--- src/verilog/printer_port_pkg.sv ---
// What this block does
// - reset: data outputs, strobe/feed/select high, restart low
// - config bit 6 inverts interrupt output
// - config bit 7 enables fifo, default off
// - fifo holds up to 83 bytes
// - count register bits 6..0 give bytes held
// - count bit 7 reads one when fifo disabled
// - count up per data write, down per byte taken
// - write to full fifo is dropped
// - fifo reset clears the byte count
// - fifo mode only after first strobe answered
package printer_port_pkg;
  // ==========================================
  // register offsets
  localparam logic [1:0] OFS_DATA   = 2'h0;  // parallel_data_port
  localparam logic [1:0] OFS_STATUS = 2'h1;  // printer_status
  localparam logic [1:0] OFS_CTRL   = 2'h2;  // pin_state_readback / output_setting
  localparam logic [1:0] OFS_CFG    = 2'h3;  // alt_function_config / fifo_byte_count
  // ==========================================
  // field positions
  localparam int CFG_POL_BIT    = 6;  // interrupt polarity
  localparam int CFG_FIFO_BIT   = 7;  // fifo enable
  localparam int CFG_SRC_BIT    = 3;  // handshake source busy
  localparam int CNT_STATE_BIT  = 7;  // fifo state in count register
  localparam int SET_STB_BIT    = 0;
  localparam int SET_FEED_BIT   = 1;
  localparam int SET_INIT_BIT   = 2;
  localparam int SET_SEL_BIT    = 3;
  localparam int SET_IEN_BIT    = 4;
  localparam int SET_DIR_BIT    = 5;
  // ==========================================
  // reset values and sizes
  localparam logic [7:0] CFG_RST = 8'h00;   // fifo disabled, normal polarity
  localparam logic [7:0] SET_RST = 8'h04;   // restart bit pattern, no strobe
  localparam int FIFO_DEPTH      = 83;
  localparam int STROBE_CYCLES   = 2;       // automatic strobe width, clocks
  // ==========================================
  // printer-side sequencing
  typedef enum logic [1:0] {
    SEQ_IDLE = 2'b00,  // waiting for a queued byte
    SEQ_STB  = 2'b01,  // strobe low
    SEQ_WAIT = 2'b10   // waiting for the printer to take it
  } seq_t;
endpackage : printer_port_pkg

--- src/verilog/byte_skid.sv ---
`timescale 1ns/10ps
// two-entry buffer between fifo and printer sequencer
module byte_skid #(
  parameter int W = 8
) (
  input  wire logic         clk,
  input  wire logic         rst_b,
  input  wire logic         clr,
  input  wire logic         in_valid,
  output logic              in_ready,
  input  wire logic [W-1:0] in_data,
  output logic              out_valid,
  input  wire logic         out_ready,
  output logic [W-1:0]      out_data
);
  logic [W-1:0] slot_r [2];    // storage
  logic [W-1:0] slot_nxt [2];
  logic [1:0]   cnt_r, cnt_nxt; // entries held
  logic         push, pop;
  assign in_ready  = (cnt_r != 2'd2);
  assign out_valid = (cnt_r != 2'd0);
  assign out_data  = slot_r[0];
  assign push      = in_valid && in_ready;
  assign pop       = out_valid && out_ready;
  // ==========================================
  // next state: shift out at slot 0
  always_comb begin
    slot_nxt = slot_r;
    cnt_nxt  = cnt_r;
    if (clr) begin
      cnt_nxt = 2'd0;
    end else begin
      if (pop) begin
        slot_nxt[0] = slot_r[1];
      end
      if (push) begin
        slot_nxt[(pop ? cnt_r - 2'd1 : cnt_r) == 2'd0 ? 0 : 1] = in_data;
      end
      cnt_nxt = cnt_r + {1'b0, push} - {1'b0, pop};
    end
  end
  // register
  always_ff @(posedge clk or negedge rst_b) begin
    if (!rst_b) begin
      cnt_r    <= 2'd0;
      slot_r[0] <= '0;
      slot_r[1] <= '0;
    end else begin
      cnt_r  <= cnt_nxt;
      slot_r <= slot_nxt;
    end
  end
endmodule : byte_skid

--- src/verilog/printer_port_regs.sv ---
`timescale 1ns/10ps
// host register set and printer output fifo
module printer_port_regs #(
  parameter int DEPTH = printer_port_pkg::FIFO_DEPTH
) (
  input  wire logic       clk,
  input  wire logic       rst_b,
  input  wire logic [1:0] addr,           // register select
  input  wire logic       wr_stb,         // one-cycle host write
  input  wire logic       rd_stb,         // one-cycle host read
  input  wire logic [7:0] wr_data,
  output logic [7:0]      rd_data,        // registered read answer
  input  wire logic [7:0] parallel_data_lines_in,
  output logic [7:0]      parallel_data_lines_out,
  output logic [7:0]      parallel_data_lines_oe,
  output logic            strobe_n,
  output logic            auto_feed_n,
  output logic            restart_n,
  output logic            select_in_n,
  output logic            int_out,
  input  wire logic       ack_n,
  input  wire logic       busy,
  input  wire logic       error_n,
  input  wire logic       no_media,
  input  wire logic       printer_selected
);
  import printer_port_pkg::*;
  localparam int CW = 7;
  // ==========================================
  // state
  logic [7:0]    mem_r [DEPTH];               // fifo storage
  logic [7:0]    cfg_r, cfg_nxt;              // alt_function_config
  logic [7:0]    set_r, set_nxt;              // output_setting
  logic [7:0]    pdo_r, pdo_nxt;              // data register
  logic [CW-1:0] count_r, count_nxt;          // bytes held
  logic [CW-1:0] pend_r, pend_nxt;            // bytes in storage, not yet buffered
  logic [7:0]    byte_r, byte_nxt;            // byte on the lines during a strobe
  logic [CW-1:0] wp_r, wp_nxt, rp_r, rp_nxt;  // pointers
  logic          fmode_r, fmode_nxt;          // fifo mode active
  logic          armed_r, armed_nxt;          // first strobe issued
  logic          ack_d_r, busy_d_r;           // edge history
  logic          lint_r, lint_nxt;            // latched interrupt, active low
  logic [7:0]    rd_nxt;
  logic          stb_o, stb_nxt, int_nxt;
  seq_t          seq_r, seq_nxt;
  logic [1:0]    sc_r, sc_nxt;                // strobe width count
  logic [7:0]    oe_nxt;
  // ==========================================
  // events
  logic fifo_on, full, take, ack_fall, busy_fall, fifo_clr, push, pull;
  logic sk_ready, sk_valid;
  logic [7:0] sk_data;
  assign fifo_on   = cfg_r[CFG_FIFO_BIT];
  assign full      = (count_r == CW'(DEPTH));
  assign ack_fall  = ack_d_r && !ack_n;
  assign busy_fall = busy_d_r && !busy;
  assign take      = cfg_r[CFG_SRC_BIT] ? busy_fall : ack_fall;
  // restart low or fifo turned off empties the fifo
  assign fifo_clr  = !set_r[SET_INIT_BIT] || !fifo_on;
  assign push      = wr_stb && addr == OFS_DATA && fifo_on && !full;
  // count_r also covers buffered bytes, so only pend_r says what storage still holds
  assign pull      = fmode_r && pend_r != '0 && sk_ready;
  // ==========================================
  // two-entry buffer toward the printer
  byte_skid #(.W(8)) u_skid (
    .clk      (clk),
    .rst_b    (rst_b),
    .clr      (fifo_clr),
    .in_valid (pull),
    .in_ready (sk_ready),
    .in_data  (mem_r[rp_r]),
    .out_valid(sk_valid),
    .out_ready(seq_r == SEQ_IDLE && fmode_r),
    .out_data (sk_data)
  );
  // ==========================================
  // register and fifo next state
  always_comb begin
    cfg_nxt   = cfg_r;
    set_nxt   = set_r;
    pdo_nxt   = pdo_r;
    wp_nxt    = wp_r;
    rp_nxt    = rp_r;
    count_nxt = count_r;
    fmode_nxt = fmode_r;
    armed_nxt = armed_r;
    lint_nxt  = lint_r;
    rd_nxt    = rd_data;
    if (wr_stb) begin
      case (addr)
        OFS_DATA: begin
          if (!fifo_on) begin
            pdo_nxt = wr_data;
          end
        end
        OFS_CTRL: set_nxt = wr_data;
        OFS_CFG:  cfg_nxt = wr_data;
        default:  ;
      endcase
    end
    if (push) begin
      wp_nxt = (wp_r == CW'(DEPTH - 1)) ? '0 : wp_r + 1'b1;
    end
    if (pull) begin
      rp_nxt = (rp_r == CW'(DEPTH - 1)) ? '0 : rp_r + 1'b1;
    end
    // bytes held counts host writes in and printer takes out
    count_nxt = count_r + CW'(push) - CW'(take && fmode_r && count_r != '0);
    // storage level: in on host write, out when the buffer takes a byte
    pend_nxt  = pend_r + CW'(push) - CW'(pull);
    // strobe from the setting register arms the mode switch
    if (!fmode_r && set_r[SET_STB_BIT]) armed_nxt = 1'b1;
    if (fifo_on && armed_r && (ack_fall || busy_fall)) fmode_nxt = 1'b1;
    if (ack_fall) lint_nxt = 1'b0;            // set wins over read clear
    else if (rd_stb && addr == OFS_STATUS) lint_nxt = 1'b1;
    if (fifo_clr) begin
      wp_nxt    = '0;
      rp_nxt    = '0;
      count_nxt = '0;
      pend_nxt  = '0;
      fmode_nxt = 1'b0;
      armed_nxt = 1'b0;
    end
    if (rd_stb) begin
      case (addr)
        OFS_DATA:   rd_nxt = set_r[SET_DIR_BIT] ? parallel_data_lines_in : pdo_r;
        OFS_STATUS: rd_nxt = {fifo_on ? !full : !busy, ack_n, no_media,
                              printer_selected, error_n, lint_r, 2'b11};
        OFS_CTRL:   rd_nxt = {3'b111, set_r[SET_IEN_BIT], !select_in_n,
                              restart_n, !auto_feed_n, !strobe_n};
        OFS_CFG:    rd_nxt = {!fifo_on, count_r};
        default:    rd_nxt = 8'h00;
      endcase
    end
  end
  // ==========================================
  // printer sequencer and pin drive
  always_comb begin
    seq_nxt = seq_r;
    sc_nxt  = sc_r;
    stb_o   = 1'b0;
    byte_nxt = byte_r;
    case (seq_r)
      SEQ_IDLE: begin
        if (fmode_r && sk_valid) begin
          seq_nxt = SEQ_STB;
          sc_nxt  = 2'(STROBE_CYCLES - 1);
          byte_nxt = sk_data;  // latch it: the buffer head moves on at this edge
        end
      end
      SEQ_STB: begin
        stb_o = 1'b1;
        if (sc_r == '0) seq_nxt = SEQ_WAIT;
        else sc_nxt = sc_r - 1'b1;
      end
      SEQ_WAIT: if (take) seq_nxt = SEQ_IDLE;
      default:  seq_nxt = SEQ_IDLE;
    endcase
    if (fifo_clr) seq_nxt = SEQ_IDLE;
    stb_nxt = !(fmode_r ? stb_o : set_nxt[SET_STB_BIT]);
    int_nxt = (set_nxt[SET_IEN_BIT] && ack_n) ^ cfg_nxt[CFG_POL_BIT];
    oe_nxt  = set_nxt[SET_DIR_BIT] ? 8'h00 : 8'hFF;
  end
  // ==========================================
  // registers
  always_ff @(posedge clk or negedge rst_b) begin
    if (!rst_b) begin
      cfg_r   <= CFG_RST;
      set_r   <= SET_RST;
      pdo_r   <= 8'h00;
      wp_r    <= '0;
      rp_r    <= '0;
      count_r <= '0;
      pend_r  <= '0;
      byte_r  <= 8'h00;
      fmode_r <= 1'b0;
      armed_r <= 1'b0;
      lint_r  <= 1'b1;
      ack_d_r <= 1'b1;
      busy_d_r <= 1'b0;
      rd_data <= 8'h00;
      seq_r   <= SEQ_IDLE;
      sc_r    <= '0;
      strobe_n    <= 1'b1;
      auto_feed_n <= 1'b1;
      select_in_n <= 1'b1;
      restart_n   <= 1'b0;
      parallel_data_lines_oe  <= 8'hFF;
      parallel_data_lines_out <= 8'h00;
      int_out <= 1'b0;
    end else begin
      cfg_r   <= cfg_nxt;
      set_r   <= set_nxt;
      pdo_r   <= pdo_nxt;
      wp_r    <= wp_nxt;
      rp_r    <= rp_nxt;
      count_r <= count_nxt;
      pend_r  <= pend_nxt;
      byte_r  <= byte_nxt;
      fmode_r <= fmode_nxt;
      armed_r <= armed_nxt;
      lint_r  <= lint_nxt;
      ack_d_r <= ack_n;
      busy_d_r <= busy;
      rd_data <= rd_nxt;
      seq_r   <= seq_nxt;
      sc_r    <= sc_nxt;
      strobe_n    <= stb_nxt;
      auto_feed_n <= !set_nxt[SET_FEED_BIT];
      select_in_n <= !set_nxt[SET_SEL_BIT];
      restart_n   <= set_nxt[SET_INIT_BIT];
      parallel_data_lines_oe  <= oe_nxt;
      parallel_data_lines_out <= fmode_r ? byte_nxt : pdo_nxt;
      int_out <= int_nxt;
    end
  end
  // fifo storage, written in place
  always_ff @(posedge clk) begin
    if (push) mem_r[wp_r] <= wr_data;
  end
endmodule : printer_port_regs

--- config.mk ---
export PLATFORM = sky130hd
export DESIGN_NAME = printer_port_regs
export DESIGN_NICKNAME = d
export VERILOG_FILES = /design/src/verilog/printer_port_pkg.sv /design/src/verilog/byte_skid.sv /design/src/verilog/printer_port_regs.sv
export SDC_FILE = /design/constraint.sdc
export NUM_CORES = 1
export LEC_CHECK = 0
export BUFFER_PORTS_ARGS = -buffer_cell sky130_fd_sc_hd__buf_2
export CORE_MARGIN = 3
export CORE_UTILIZATION = 62
export CTS_CLUSTER_SIZE = 40
export DETAILED_ROUTE_END_ITERATION = 12
export PLACE_DENSITY_LB_ADDON = 0.08
export SKIP_CTS_REPAIR_TIMING = 1
export SLEW_MARGIN = 5
export SYNTH_ARGS = -nofsm -noshare
export SYNTH_HDL_FRONTEND = slang
export SYNTH_SLANG_ARGS = --single-unit
--- constraint.sdc ---
create_clock -name clk -period 4.6 [get_ports clk]
set_clock_uncertainty 0.2 [all_clocks]
set_input_delay 0.92 -clock clk [delete_from_list [all_inputs] [get_ports clk]]
set_output_delay 0.92 -clock clk [all_outputs]
set_load 0.03 [all_outputs]
* Yosys cells after proc, flatten, opt, wreduce, memory -nomap -nowiden
Memories as Yosys holds them, arrays and structs flattened.
Cells that the tools add are included.
** Storage, ports and cells
- Logic and storage cells :: 156
- Bits of input ports :: 27
- Output and inout port bits :: 29
- Memory bits (writable) :: 664
- Memories kept :: 1
- Flip-flop bits (word level) :: 114
** Memory list
- mem_r :: words 83, width 8, read ports 1, clocked after Yosys merged registers in 0, wr ports 1, RTL line printer_port_regs.sv:31 : logic [7:0] mem_r [DEPTH];
** Cells by class
- Multiplexer cells :: 49
- Equal/unequal tests :: 14
- Add/sub/neg operators :: 10
- Bitwise gates (word level) :: 3
- $lt $le $gt $ge :: 2
- Reductions and logical operators :: 50
** Operator list (number)
- $mux 8 :: 11
- $mux 7 :: 10
- $ge 32x2->1 const B :: 1
- $lt 32x1->1 const B :: 1
- $not 32->32 :: 1
- $pmux 8 s4 :: 1
- $eq 7x7->1 const B :: 3
- $logic_and 1x1->1 :: 19
- $bwmux 16 :: 1
- $mux 16 :: 1
- $add 7x1->7 :: 2
- $add 7x1->7 const B :: 2
- $mux 2 :: 7
- $reduce_bool 2->1 :: 7
- $reduce_bool 7->1 :: 2
- $sub 7x1->7 :: 2
- $mux 1 :: 13
- $logic_not 1->1 :: 12
- $mux 6 :: 2
- $demux 8 s1 :: 1
- $logic_not 2->1 :: 4
- $eq 2x2->1 const B :: 3
- $ne 3x3->1 const B :: 2
- $pmux 2 s3 :: 1
- other kinds (13) :: 19

* Logic depth before layout (Yosys ltp)
- Depth after elaboration :: 13
- Mapped depth :: 18
- Mapped depth without buffers :: 17

* Modules after synthesis
From an unflattened synthesis, not the netlist that was laid out.
** Unflattened totals
- Cell total of the unflattened synthesis :: 1701
- Area, all modules :: 31139.9 sq um
** Modules (own cells, without submodules)
- printer_port_regs :: area an instance 30148.9 sq um, cells an instance 1610, times used 1, seq. area each 22049.9 sq um
- byte_skid :: area an instance 991.0 sq um, cells an instance 91, times used 1, seq. area each 450.4 sq um

* Least setup slack after synthesis
Ideal clock, no wire load.
- Kind :: input-to-reg
- Start :: in wr_stb
- End :: reg count_r[6]
- Data required time :: 4.264 ns
- Setup slack :: 1.172 ns
- Buffers on the path :: 1
- Arrival time :: 3.092 ns
- Stages on the path :: 15
- Setup time :: 0.136 ns
- Cell sequence :: nor2b_1 and3_1 buf_2 inv_1 ha_1 inv_1 ha_1 inv_1 fa_1 nand2b_1 a21oi_1 o21ai_0 a21oi_1 or3_1 a21oi_1
** Between the ends
- Word-level cells in the longest chain between the ends :: 6
** RTL lines
- start, declared :: RTL line printer_port_regs.sv:9 : input wire logic wr_stb,
- $logic_and 1x1->1 (3 in a row) :: RTL line printer_port_regs.sv:60 : assign push = wr_stb && addr == OFS_DATA && fifo_on && !full;
- $add 7x1->7 :: RTL line printer_port_regs.sv:108 : count_nxt = count_r + CW'(push) - CW'(take && fmode_r && count_r != '0);
- $sub 7x1->7 :: RTL line printer_port_regs.sv:108
- $mux 7 :: RTL line printer_port_regs.sv:116 : if (fifo_clr) begin
- via count_nxt[6] :: RTL line printer_port_regs.sv:35 : logic [CW-1:0] count_r, count_nxt;
- end signal, assigned :: RTL line printer_port_regs.sv:197 : count_r <= count_nxt;
- end, declared :: RTL line printer_port_regs.sv:35
The timed path passes the listed nets, and every way through them passes these cells.
A chain may end at the register's enable or synchronous reset.

* Worst setup path after layout
- Start :: reg count_r[5]
- End :: reg count_r[6]
** Between the ends
- Word-level cells in the longest chain between the ends :: 6
- Elaborated cells between the ends (all ways) :: 8
- Classes of those cells :: 2 x add/sub; 1 x eq/ne; 1 x mux; 4 x reduce/logical
** RTL lines
- $eq 7x7->1 :: RTL line printer_port_regs.sv:54 : assign full = (count_r == CW'(DEPTH));
- $logic_not 1->1 :: RTL line printer_port_regs.sv:60
- $logic_and 1x1->1 :: RTL line printer_port_regs.sv:60
- $add 7x1->7 :: RTL line printer_port_regs.sv:108
- $sub 7x1->7 (*) :: RTL line printer_port_regs.sv:108
- $mux 7 (*) :: RTL line printer_port_regs.sv:116
- via count_nxt[6] :: RTL line printer_port_regs.sv:35
The timed path passes the listed nets; every way through them passes the cells marked *.

==> flow_summary.ini <==
[outcome]
status = complete, no violations

[setup_path]
r2r-end = count_r[6]$_DFF_PN0_
worst_path_max_delay_cell = fa_1
cp_common_cell = inv_1
endpoint_kind = register
reg2regPathDepth = 17
worstSetupStartpoint = count_r[5]$_DFF_PN0_
path_max_fanout = 6
crit_arrival_ns = 4.00
crit_type = register to register
r2r_setup_slack_ns = 0.84
max_stage_delay_ns = 0.40
reg2reg_from = count_r[5]$_DFF_PN0_
crit_path_start_kind = register
required_ns = 4.84
critical_path.cell_chain = inv_1 > ha_1 > and3_1 > a31oi_1 > and3_1 > inv_1 > ha_1 > inv_1 > ha_1 > inv_1 > fa_1 > nand2b_1 > a21oi_1 > o21ai_0 > a21oi_1 > or3_1 > a21oi_1

[final_layout]
area_growth_pct = 11.7
final_nets = 2006
final_cells = 2672
drive_gt1_share_pct = 20.4
final_common_cell = edfxtp_1
layout_common_cells = edfxtp_1, nor2_1, mux2i_1

[sta]
min_period_over_period_pct = 81.8
final-setup-viol-count = 0
tns_ns = 0
fmax_mhz = 266
rsz0062_at_grt = false
worstMarginPinSlew_ns = 1.00
final.min_clock_period_ns = 3.76
slew_violations = 0
finalHoldViolCount = 0
slew_headroom_pct = 33.1
holdWs_ns = 0.0490

[grt]
antenna_found_initial = 3
grt_pass1_vias = 17100
overflow = 0
grt_pass1_wl_um = 107000
grt_max_degree = 67
grt_usage_pct = 27.2

[synthesis]
synth_nets = 1886
synth-simple-area-share_pct = 4.51
synth_flop_cell = edfxtp_1
synth_edf_count = 664
ys_seq_elements = 766
synth_area_per_cell_um2 = 17.0
ys_warn_count = 0
seq_area_frac_synth_pct = 72.2
synth_xor_area_share_pct = 0.281
synth_top_cells_by_area = edfxtp_1, mux4_2, dfrtp_1
synth_top_family_by_area = multiplexers
synth_fa_ha_area_share_pct = 1.21
syn_area_um2 = 31200
yosysTopAreaCellShare_pct = 64.0
synth_compound_area_share_pct = 5.41
synth_top_area_cell = edfxtp_1
synthMuxAreaShare_pct = 13.9
synth.distinct_cells = 62
synthArstFlopShare_pct = 13.3
synthCells = 1830

[floorplan]
design.die.area_um2 = 53000
row_count = 81
die_y_um = 230
initial_utilization_pct = 63.3
fp.coreArea_um2 = 49300
io_pins = 56
die_x_um = 230

[place]
placed_cells = 2537
gp_congestion = 0.827
hpwl_um = 43900
port_buffers = 55

[power_and_ir_drop]
clockPowerShare_pct = 41.6
p_leak_nw = 11.5
seqPwrFrac_pct = 54.5
switchingPower_mw = 3.01
p_int_mw = 11.2
comb_power_share_pct = 4.0
p_per_area_nw_per_um2 = 407
vdd_drop_max_mv = 0.393
swShare_pct = 21.2

[route]
viasPerCell = 6.24
drt_pass1_iterations = 5
ant_nets = 0
drt-initial-drc-count = 1610
num_vias = 16700
drt_wl_total_um = 69900
drcViolationCount = 0
wl_per_cell_um = 26.2

[clock_network]
cts_buffers = 75
root_buffer = clkbuf_16
clock-sinks = 766
cts.clk_slew.worst_paths_ns = 0.06
cts_tree = yes
clock_latency_ns = 0.62
htree_levels = 3
cts_buffer_depth = 3

[hold_path]
hold_class = input port to async pin

[flow_run]
cap_violations = 0
==> worst max path at each step <==
stage	cells past startpoint	slack, ns	to
detailed placement	15	0.56	count_r[6]$_DFF_PN0_
finish	17	0.84	count_r[6]$_DFF_PN0_
global route	17	0.55	count_r[6]$_DFF_PN0_
floorplan	15	1.17	count_r[6]$_DFF_PN0_
CTS	17	0.86	count_r[6]$_DFF_PN0_
global placement	15	0.64	count_r[6]$_DFF_PN0_
==> worst max-delay path: cells and delay by family, from the launching register on <==
kind / cells / cell delay (ns)
buf+inv: 4 / 0.39
flops: 1 / 0.36
simple gates: 4 / 0.81
fa+ha+maj: 4 / 1.09
compound gates: 5 / 0.76
==> state kept, by name (all words and copies together) (netlist names), 2 cells and up, named ones only <==
register and flops:
rp_r 7, cfg_r 3, parallel_data_lines_out 8, seq_r 2, pend_r 7, pdo_r 8, rd_data 8, sc_r 2
u_skid.out_data 8, byte_r 8, wp_r 7, set_r 6, u_skid.cnt_r 2, mem_r 664, count_r 7
==> layer usage <==
metal	part of all wire (%)	track usage [%]	up-vias
met5	0.030	0	-
met4	3.9	10.4	4
met3	7.6	5.60	156
met2	46	41.1	670
met1	42	39.8	8461
li1	-	-	7391
==> cells by family (layout without fill, tap and decap cells) <==
family,count (synthesis),in the layout
fa+ha+maj,29,29
xor+xnor,10,10
flops,766,766
simple gates,319,319
buf+inv,150,327
other cells,0,1
mux,294,294
compound gates,262,262
==> per-stage QoR <==
step / power [mW] / setup WS [ns] / area (um2) / utilization [%]
2_1_floorplan: 8.16 / 1.17 / 31200 / -
3_3_place_gp: 8.42 / 0.641 / 32500 / 65.9
3_5_place_dp: 8.43 / 0.560 / 32500 / 65.9
4_1_cts: 14.3 / 0.855 / 34800 / 70.7
5_1_grt: 14.6 / 0.549 / 34800 / 70.7
6_report: 14.2 / 0.839 / 34800 / 70.7
==> cell type report <==
cell class	instances	area, um2
fillers	3194	14400
clock buffers	99	2040
multi-input cells	914	7890
well taps	664	831
inverters	44	165
repair buffers	149	1070
diodes	1	2.50
flip-flops and latches	766	22500
clock inverters	35	303
==> power groups by stage <==
stage | sequential [mW] | combinational (mW) | clock, mW
2_1_floorplan | 7.94 | 0.220 | 0
3_3_place_gp | 7.86 | 0.553 | 0
3_5_place_dp | 7.87 | 0.563 | 0
4_1_cts | 7.72 | 0.565 | 5.97
5_1_grt | 7.73 | 0.606 | 6.26
6_report | 7.72 | 0.561 | 5.89
==> synthesized netlist by cell type, types with 4 or more instances <==
cell type  instances
edfxtp_1         664
nor2_1           166
mux2i_1          145
mux4_2           106
dfrtp_1           95
nand2_1           66
a21oi_1           58
o21ai_0           58
clkbuf_1          44
inv_1             42
mux2_2            39
ha_1              27
buf_2             22
nor3_1            21
nor2b_1           19
o31ai_1           19
o221ai_1          18
o21ai_1           17
buf_4             15
buf_6             15
nand3_1           14
o22ai_1           11
a2111oi_0          9
a211oi_1           9
a21o_1             9
a22oi_1            9
o21bai_1           9
a32oi_1            8
buf_1              8
o211ai_1           8
xnor2_1            8
and3_1             7
dfstp_2            7
a31oi_1            5
nand2b_1           5
o41ai_1            5
or3_1              5
mux2_1             4
Note: power is estimated with default switching activity, not from simulation.
